[config.mk]
export PLATFORM = sky130hd
export DESIGN_NAME = cdsw_diag_word
export DESIGN_NICKNAME = d
export VERILOG_FILES = /design/src/rtl/cdsw_pkg.sv /design/src/rtl/cdsw_service_timer.sv /design/src/rtl/cdsw_diag_word.sv
export SDC_FILE = /design/constraint.sdc
export NUM_CORES = 1
export LEC_CHECK = 0
export BUFFER_PORTS_ARGS = -buffer_cell sky130_fd_sc_hd__buf_2
export CAP_MARGIN = 20
export CORE_UTILIZATION = 30
export CTS_BUF_LIST = sky130_fd_sc_hd__clkbuf_2
export CTS_CLUSTER_DIAMETER = 60
export DETAILED_ROUTE_END_ITERATION = 8
export MAX_ROUTING_LAYER = met4
export PLACE_DENSITY = 0.62
export RECOVER_POWER = 100
export SLEW_MARGIN = 25
export SYNTH_ARGS = -nofsm -noshare
export SYNTH_HDL_FRONTEND = slang
export SYNTH_SLANG_ARGS = --single-unit
[constraint.sdc]
create_clock -name sys_clk -period 2.3 [get_ports sys_clk]
set_clock_uncertainty 0.15 [all_clocks]
set_input_delay 0.23 -clock sys_clk [delete_from_list [all_inputs] [get_ports sys_clk]]
set_output_delay 0.23 -clock sys_clk [all_outputs]
set_load 0.05 [all_outputs]
[src/rtl/cdsw_pkg.sv]
// Package with the diagnostic word layout, constants and carrier types.
package cdsw_pkg;
  localparam int WORD_W = 16;
  localparam int BIT_CONFIG_INCOMPLETE = 0;
  localparam int BIT_SINGLE_PACKET = 1;
  localparam int BIT_BUS_COMM_ERROR = 2;
  localparam int BIT_NO_MODULE = 3;
  localparam int BIT_SERVICE_ELAPSED = 5;
  localparam int BIT_MODULE_ERROR = 6;
  localparam int BIT_COUPLER_ERROR = 7;
  localparam logic [15:0] RESERVED_MASK = 16'hFF10;
  localparam logic [15:0] DIAG_RESET = 16'h0000;
  localparam logic [15:0] INPUT_REG_DIAG = 16'h07D1;
  localparam logic [7:0] FUNC_READ_INPUT = 8'h04;
  localparam int UNITS_PER_YEAR = 52560;
  localparam int SERVICE_YEARS = 3;
  localparam int SERVICE_LIMIT = UNITS_PER_YEAR * SERVICE_YEARS;
  localparam int HOURS_W = 24;
  localparam logic REPORT_RESET = 1'b0;

  typedef struct packed {
    logic couplerError;
    logic channelError;
    logic fieldPowerError;
    logic busPowerError;
    logic busCommError;
    logic moduleReplaceError;
    logic singlePacket;
    logic configIncomplete;
  } cdsw_cond_t;

  typedef struct packed {
    logic valid;
    logic [7:0] func;
    logic [15:0] addr;
  } cdsw_req_t;

  typedef struct packed {
    logic valid;
    logic hit;
    logic [15:0] data;
  } cdsw_rsp_t;
endpackage : cdsw_pkg

[src/rtl/cdsw_service_timer.sv]
// Operating-time counter that flags the end of the service period.
`timescale 1ns/10ps
module cdsw_service_timer #(
  parameter int LIMIT = cdsw_pkg::SERVICE_LIMIT,
  parameter int CW = cdsw_pkg::HOURS_W
) (
  input wire logic sys_clk,
  input wire logic sys_rst,
  input wire logic unitTick,
  input wire logic [CW-1:0] presetCount,
  input wire logic presetLoad,
  output logic elapsed
);
  import cdsw_pkg::*;
  localparam logic [CW-1:0] LIMIT_C = CW'(LIMIT);
  logic [CW-1:0] count_reg;

  // One step of headroom past the limit is needed for the saturating count.
  if (CW > 30 || LIMIT < 1 || LIMIT >= (1 << CW) - 1) begin : g_bad_limit
    $error("Service limit does not fit counter.");
  end

  // The count saturates just past the limit so it never wraps to zero.
  always_ff @(posedge sys_clk) begin
    if (sys_rst) begin
      count_reg <= '0;
    end else if (presetLoad) begin
      count_reg <= presetCount;
    end else if (unitTick && count_reg <= LIMIT_C) begin
      count_reg <= count_reg + CW'(1);
    end
  end

  always_ff @(posedge sys_clk) begin
    if (sys_rst) begin
      elapsed <= 1'b0;
    end else begin
      elapsed <= (count_reg > LIMIT_C);
    end
  end
endmodule : cdsw_service_timer

[src/rtl/cdsw_diag_word.sv]
// Coupler diagnostic status word: gathering, storage and read access.
//
// Operation
// - One 16-bit word per coupler; bits 15..8 and 4 reserved.
// - Master sees the word only while reporting is enabled.
// - Configuration port can always read the word.
// - Word refreshes on every cyclic module bus exchange.
// - Interrupt option starts an immediate exchange when an error appears.
// - Bit 7 shows coupler, settings or network error.
// - Bit 6 is OR of channel, field power and bus power errors.
// - Bit 5 sets once operating count exceeds 157,680 units.
// - Bit 3 set when no module is attached.
// - Bit 2 set on module bus comm fault or replacement error.
// - Bit 1 set in single-packet mode, clear in multi-packet.
// - Bit 0 set while module configuration is incomplete.
// - Indicators follow the current diagnostic word.
// - Word is input register 2001, function 04, high byte first, read-only.
// - Reporting disabled after power-up until configured on.
`timescale 1ns/10ps
module cdsw_diag_word #(
  parameter int SERVICE_LIMIT = cdsw_pkg::SERVICE_LIMIT
) (
  sys_clk,
  sys_rst,
  cond,
  moduleCount,
  cycleDone,
  unitTick,
  hoursPreset,
  hoursLoad,
  reportEnable,
  interruptEnable,
  cfgLoad,
  masterReq,
  usbRead,
  masterRsp,
  usbData,
  exchangeStart,
  diagWord,
  couplerLed,
  moduleFaultIndicator
);
  import cdsw_pkg::*;
  input wire logic sys_clk;
  input wire logic sys_rst;
  input wire cdsw_pkg::cdsw_cond_t cond;
  input wire logic [7:0] moduleCount;
  input wire logic cycleDone;
  input wire logic unitTick;
  input wire logic [cdsw_pkg::HOURS_W-1:0] hoursPreset;
  input wire logic hoursLoad;
  input wire logic reportEnable;
  input wire logic interruptEnable;
  input wire logic cfgLoad;
  input wire cdsw_pkg::cdsw_req_t masterReq;
  input wire logic usbRead;
  output cdsw_pkg::cdsw_rsp_t masterRsp;
  output logic [15:0] usbData;
  output logic exchangeStart;
  output logic [15:0] diagWord;
  output logic couplerLed;
  output logic moduleFaultIndicator;

  logic report_reg;
  logic irqOpt_reg;
  logic serviceElapsed;
  logic [15:0] rawFlags;
  logic [15:0] diag_next;
  logic [15:0] word_reg;
  logic [15:0] errBits;
  logic [15:0] errBits_reg;
  logic newError;
  logic diagAsk;

  // Flags that may start an immediate exchange; the service and empty
  // coupler bits are slow conditions and never qualify.
  localparam logic [15:0] IRQ_MASK = (16'h0001 << BIT_COUPLER_ERROR) |
    (16'h0001 << BIT_MODULE_ERROR) | (16'h0001 << BIT_BUS_COMM_ERROR) |
    (16'h0001 << BIT_SINGLE_PACKET) | (16'h0001 << BIT_CONFIG_INCOMPLETE);

  // The operating count must be able to pass the limit without wrapping.
  if (SERVICE_LIMIT < 1 ||
      SERVICE_LIMIT >= (1 << HOURS_W) - 1) begin : g_bad_limit
    $error("Service limit does not fit the operating-time counter.");
  end

  if (WORD_W != 16) begin : g_bad_width
    $error("Diagnostic word must be sixteen bits wide.");
  end

  // No flag in IRQ_MASK may sit on a reserved position.
  if ((IRQ_MASK & RESERVED_MASK) != 16'h0000) begin : g_bad_map
    $error("A live flag overlaps a reserved bit.");
  end

  // The preset lets firmware restore the operating count kept across power
  // cycles; without it the service period would restart at every power-up.
  cdsw_service_timer #(
    .LIMIT(SERVICE_LIMIT),
    .CW(HOURS_W)
  ) u_timer (
    .sys_clk(sys_clk),
    .sys_rst(sys_rst),
    .unitTick(unitTick),
    .presetCount(hoursPreset),
    .presetLoad(hoursLoad),
    .elapsed(serviceElapsed)
  );

  // Configuration options latch on cfgLoad; both start off.
  always_ff @(posedge sys_clk) begin
    if (sys_rst) begin
      report_reg <= REPORT_RESET;
    end else if (cfgLoad) begin
      report_reg <= reportEnable;
    end
  end

  always_ff @(posedge sys_clk) begin
    if (sys_rst) begin
      irqOpt_reg <= 1'b0;
    end else if (cfgLoad) begin
      irqOpt_reg <= interruptEnable;
    end
  end

  // Every bit is a live level taken from the current conditions; nothing
  // here latches, so a cleared fault clears its bit at the next capture.
  always_comb begin
    rawFlags = DIAG_RESET;
    rawFlags[BIT_COUPLER_ERROR] = cond.couplerError;
    rawFlags[BIT_MODULE_ERROR] = cond.channelError |
      cond.fieldPowerError | cond.busPowerError;
    rawFlags[BIT_SERVICE_ELAPSED] = serviceElapsed;
    rawFlags[BIT_NO_MODULE] = (moduleCount == 8'h00);
    rawFlags[BIT_BUS_COMM_ERROR] = cond.busCommError |
      cond.moduleReplaceError;
    rawFlags[BIT_SINGLE_PACKET] = cond.singlePacket;
    rawFlags[BIT_CONFIG_INCOMPLETE] = cond.configIncomplete;
  end

  // Reserved positions are tied off bit by bit, so a flag mapped onto one
  // by mistake can never reach the master.
  for (genvar b = 0; b < WORD_W; b++) begin : g_bit
    if (RESERVED_MASK[b]) begin : g_reserved
      assign diag_next[b] = 1'b0;
    end else begin : g_live
      assign diag_next[b] = rawFlags[b];
    end
  end

  // The stored word moves only at exchange boundaries so the master never
  // sees a half-updated set of flags between cycles.
  always_ff @(posedge sys_clk) begin
    if (sys_rst) begin
      word_reg <= DIAG_RESET;
    end else if (cycleDone) begin
      word_reg <= diag_next;
    end
  end

  assign errBits = diag_next & IRQ_MASK;
  // A flag that rises while another error already stands is still a fresh
  // error, so any rising IRQ_MASK flag starts an exchange; flags rising in the same cycle share one.
  assign newError = |(errBits & ~errBits_reg);

  always_ff @(posedge sys_clk) begin
    if (sys_rst) begin
      errBits_reg <= 16'h0000;
    end else begin
      errBits_reg <= errBits;
    end
  end

  always_ff @(posedge sys_clk) begin
    if (sys_rst) begin
      exchangeStart <= 1'b0;
    end else begin
      exchangeStart <= irqOpt_reg & newError;
    end
  end

  // The port copy trails the stored word by one cycle so that it comes
  // straight from a flip-flop.
  always_ff @(posedge sys_clk) begin
    if (sys_rst) begin
      diagWord <= DIAG_RESET;
    end else begin
      diagWord <= word_reg;
    end
  end

  // Indicators follow the stored word, not the raw conditions, so they
  // never show a state that the master could not read.
  always_ff @(posedge sys_clk) begin
    if (sys_rst) begin
      couplerLed <= 1'b0;
      moduleFaultIndicator <= 1'b0;
    end else begin
      couplerLed <= word_reg[BIT_COUPLER_ERROR];
      moduleFaultIndicator <= word_reg[BIT_MODULE_ERROR];
    end
  end

  // Only a read of input register 2001 hits; anything else is left for
  // the rest of the process image, so writes never reach this word.
  assign diagAsk = masterReq.valid && report_reg &&
    masterReq.func == FUNC_READ_INPUT &&
    masterReq.addr == INPUT_REG_DIAG;

  always_ff @(posedge sys_clk) begin
    if (sys_rst) begin
      masterRsp <= '0;
    end else begin
      masterRsp.valid <= masterReq.valid;
      masterRsp.hit <= diagAsk;
      masterRsp.data <= diagAsk ? word_reg : 16'h0000;
    end
  end

  // The configuration port reads the word whether or not reporting toward
  // the master is on.
  always_ff @(posedge sys_clk) begin
    if (sys_rst) begin
      usbData <= DIAG_RESET;
    end else if (usbRead) begin
      usbData <= word_reg;
    end
  end
endmodule : cdsw_diag_word

; ---- Word level (Yosys, flattened, before mapping)
; Cells that the tools add are included.
[totals]
ff_bits = 76
word_cells = 37
in_bits = 74
memories = 0
mem_bits_rw = 0
romBits = 0
latchBits = 0
[op_classes]
bitwise = 7
n_mux = 2
div = 0
n_shift = 0
n_reduce_logical = 8
eq_ne = 2
n_lt_le_gt_ge = 2
multipliers = 0
addsub = 1
[ops]
columns = op, count
row1 = 2-to-1 mux 24 bit, 2
row2 = adder 24 x 1 -> 24 bit (second input constant), 1
row3 = > comparator 24 x 18 -> 1 bit (second input constant), 1
row4 = less-or-equal comparator 24 x 18 -> 1 bit (second input constant), 1
row5 = AND 8 x 16 -> 16 bit, 1
row6 = equality test 16 x 11 -> 1 bit (second input constant), 1
row7 = inverter 16 bit, 1
row8 = OR reduction 16 bit, 1
row9 = equality test 8 x 3 -> 1 bit (second input constant), 1
row10 = zero test 8 bit, 1
row11 = logical AND 1 bit, 4
row12 = bitwise OR 1 bit, 3
row13 = nonzero test 2 bit, 1
row14 = OR reduction 2 bit, 1
row15 = AND 1 bit, 1
row16 = inverter 1 bit, 1

; ---- Logic depth before layout (Yosys ltp)
[depth]
word_depth = 5
ltp_mapped = 7
depth_no_buf = 6

; ---- Modules after synthesis
; A second synthesis with hierarchy kept.
[hier_totals]
cells_unflattened = 320
area_unflattened_um2 = 3134.3
[modules_own_cells]
columns = module, area_each_um2, cells_per_inst, n_inst, seq_area_each_um2
row1 = cdsw_diag_word, 1592.8, 154, 1, 760.7
row2 = cdsw_service_timer, 1541.5, 166, 1, 500.5

; ---- Worst setup path after synthesis
; Ideal clock, no wire load.
[synth_path]
kind = reg2reg
start = register u_timer.count_reg[12]
end = register u_timer.count_reg[6]
setup_ns = 0.103
path_buffers = 2
arrival_time_ns = 1.979
path_stages_with_launch = 8
slack_ns = 0.067
synth_period_minus_slack_ns = 2.233
path_cell_list = dfxtp_1 -> buf_6 -> or4_4 -> a211o_4 -> o211a_1 -> buf_6 -> and3_4 -> a2111oi_2
[synth_via]
elab_chain_len = 3
[synth_rtl]
columns = item, line
row1 = start: declaration, cdsw_service_timer.sv:16  ; logic [CW-1:0] count_reg;
row2 = start signal: assignment, cdsw_service_timer.sv:28  ; count_reg <= presetCount;
row3 = start signal: assignment, cdsw_service_timer.sv:30  ; count_reg <= count_reg + CW'(1);
row4 = less-or-equal comparator 24 x 18 -> 1 bit, cdsw_service_timer.sv:29  ; end else if (unitTick && count_reg <= LIMIT_C) begin
row5 = logical AND 1 bit, cdsw_service_timer.sv:29
row6 = nonzero test 2 bit (no source line), -
; No other way between the ends.
; A chain may end at the register's enable or synchronous reset.

; ---- Worst setup path after layout
[layout_path]
start = register u_timer.count_reg[11]
end = register u_timer.count_reg[6]
; The elaborated chain is that of the path after synthesis.

==> impl_metrics.json <==
{
  "status": "finished, final reports clean",
  "total_power_mw": 2.25,
  "slew_headroom_pct": 46.0,
  "layout-drive-gt1-share_pct": 23.1,
  "power_density_nw_per_um2": 538,
  "period_share_pct": 97.3,
  "cts-htree-levels": 3,
  "avgViaCountPerCell": 4.62,
  "grt_overflow": 0,
  "netlist_top_cells_area": "dfxtp_1, mux2i_1, buf_4",
  "antenna_cells": 0,
  "start_kind": "flip-flop",
  "dieWidth_um": 102,
  "period_minus_slack_ps": 2240,
  "ys_types": 58,
  "synth.avg_cell_area_um2": 9.20,
  "num_vias": 2876,
  "cts_buffers": 9,
  "synth_top_cell_area_share_pct": 42.0,
  "crit_fanout": 6,
  "ys_async_sr_fraction_pct": 0,
  "wire_per_inst_um": 12.3,
  "antenna_found_initial": 0,
  "synth_warnings": 0,
  "synth-seq-cells": 63,
  "chipHeight_um": 102,
  "max_freq_ghz": 0.447,
  "worstSetupPathType": "flip-flop to flip-flop",
  "drtIter0Drc": 84,
  "cts_tree": "yes",
  "wirelength_um": 7670,
  "rows": 36,
  "start_util_pct": 30.8,
  "synthToLayoutAreaGrowth_pct": 39.8,
  "grt_pass1_wl_um": 12200,
  "clockBufferDepth": 2,
  "grt_max_degree": 50,
  "yosysTopAreaCell": "dfxtp_1",
  "r2r-end": "u_timer.count_reg[6]",
  "p_leak_nw": 1.80,
  "rr_startpoint": "u_timer.count_reg[11]",
  "rsz0062_at_grt": "no",
  "hold_violations": 0,
  "critPathMaxStageDelay_ps": 540,
  "worstPathArrival_ps": 2470,
  "nets": 560,
  "critPathLaunch": "u_timer.count_reg[11]",
  "coreArea_um2": 9730,
  "worstHoldStart": "hoursLoad",
  "clk_latency_ps": 490,
  "yosysSeqAreaShare_pct": 42.0,
  "synth_top_flop_cell": "dfxtp_1",
  "ios": 127,
  "path_clk_slew_ps": 200,
  "crit_chain": "or4_4 -> a211o_4 -> o211a_1 -> and3_4 -> a2111oi_2",
  "grt_pass1_vias": 2689,
  "hpwl_um": 5090,
  "setup_tns_ps": 0,
  "synthCells": 326,
  "r2r_setup_slack_ps": 60,
  "antenna_left": 0,
  "cp_data_required_time_ps": 2530,
  "slowest_stage": "or4_4",
  "drv_slew": 0,
  "holdPathStages": 3,
  "cts_root_buf": "clkbuf_2",
  "port_buffers": 99,
  "setup_violations": 0,
  "hp-class": "primary input to flip-flop",
  "synthesis.area_um2": 3000,
  "dieArea_um2": 10400,
  "worstMarginPinSlew_ps": 810,
  "yosys-top-cells-count": "dfxtp_1, nor2_1, buf_4",
  "synth_edf_count": 0,
  "firstDrtPassIters": 4,
  "grt.total_usage_pct": 15.7,
  "r2r_cells": 5,
  "irDropWorstVdd_mv": 0.247,
  "drc": 0,
  "drv_cap": 0,
  "holdPathEnd": "u_timer.count_reg[17]",
  "gp_congestion": 0.859,
  "cts_sinks": 63,
  "yosysMostFrequentCell": "dfxtp_1",
  "largest_register_ffs": 24,
  "end_kind": "flip-flop"
}
## final cells by class
| class | count | area [µm²] |
|---|---|---|
| flip-flops and latches | 63 | 1260 |
| inverters | 11 | 41.3 |
| clock buffers | 9 | 45.0 |
| fillers | 992 | 5540 |
| multi-input cells | 231 | 1510 |
| well taps | 133 | 166 |
| clock inverters | 7 | 48.8 |
| repair buffers | 168 | 1120 |
## placed cells by master (no fill, tap or decap), types with 10 or more instances in the layout
master          n
clkbuf_2       10
nand2_1        12
dfxtp_1        62
conb_1         27
dlygate4sd3_1  57
mux2i_1        22
and2_1         10
nor2b_1        14
buf_4          11
nor2_1         38
buf_2          72
clkbuf_1       27
inv_1          10
## what timing repair did
item | 4_1_cts | 5_1_grt
endpoints found under the setup margin | 0 | 10
hold buffers | 57 | 0
setup buffers | 0 | 1
resized for setup | 0 | 5
endpoints found under the hold margin | 49 | 0
## through the flow
stage	setup slack, ps	instances	area (µm²)	hold slack [ps]	utilization (%)
6_report	62.9	622	4190	45.0	43.1
3_3_place_gp	151	548	3540	303	36.4
4_1_cts	35.3	621	4210	2.17	43.2
3_5_place_dp	95.8	548	3540	322	36.4
5_1_grt	2.18	622	4190	6.15	43.1
2_1_floorplan	67.2	352	3100	159	-
## worst max path at each step
stage | cells past startpoint | end | slack, ps
floorplan | 7 | u_timer.count_reg[6] | 70
global placement | 6 | u_timer.count_reg[0] | 150
detailed placement | 5 | u_timer.count_reg[6] | 100
CTS | 5 | u_timer.count_reg[6] | 40
global route | 6 | masterRsp[7] | 2
finish | 5 | u_timer.count_reg[6] | 60
## critical path, delay by kind of cell (launching register included)
kind	cells	cell delay [ps]
AOI/OAI and AO/OA	3	860
and+or+nand+nor	2	730
DFF	1	380
## routing by layer
| metal | vias to the layer above | GRT usage [%] | part of all wire, % |
|---|---|---|---|
| met2 | 107 | 26.0 | 49 |
| met3 | 12 | 3.83 | 4.9 |
| li1 | 1427 | - | - |
| met5 | - | - | 0 |
| met4 | 0 | 6.26 | 1.9 |
| met1 | 1330 | 18.1 | 44 |
## cells by family (layout without fill, tap and decap cells)
logic type      Yosys count  count (layout)  synth area share [%]
simple gates            132             132                  24.6
flops                    63              63                  42.0
fa+ha+maj                 2               2                 0.834
mux                      22              22                  7.34
buf+inv                  58             195                  11.4
compound gates           43              43                  12.2
other cells               1              27                 0.125
xor+xnor                  5               5                  1.46
## where the power goes
part | switching (mW) | internal, mW
combinational | 0.285 | 0.195
sequential | 0.0457 | 1.15
clock | 0.440 | 0.140
total | 0.771 | 1.48
No activity file was read; power rests on OpenSTA's default activity.
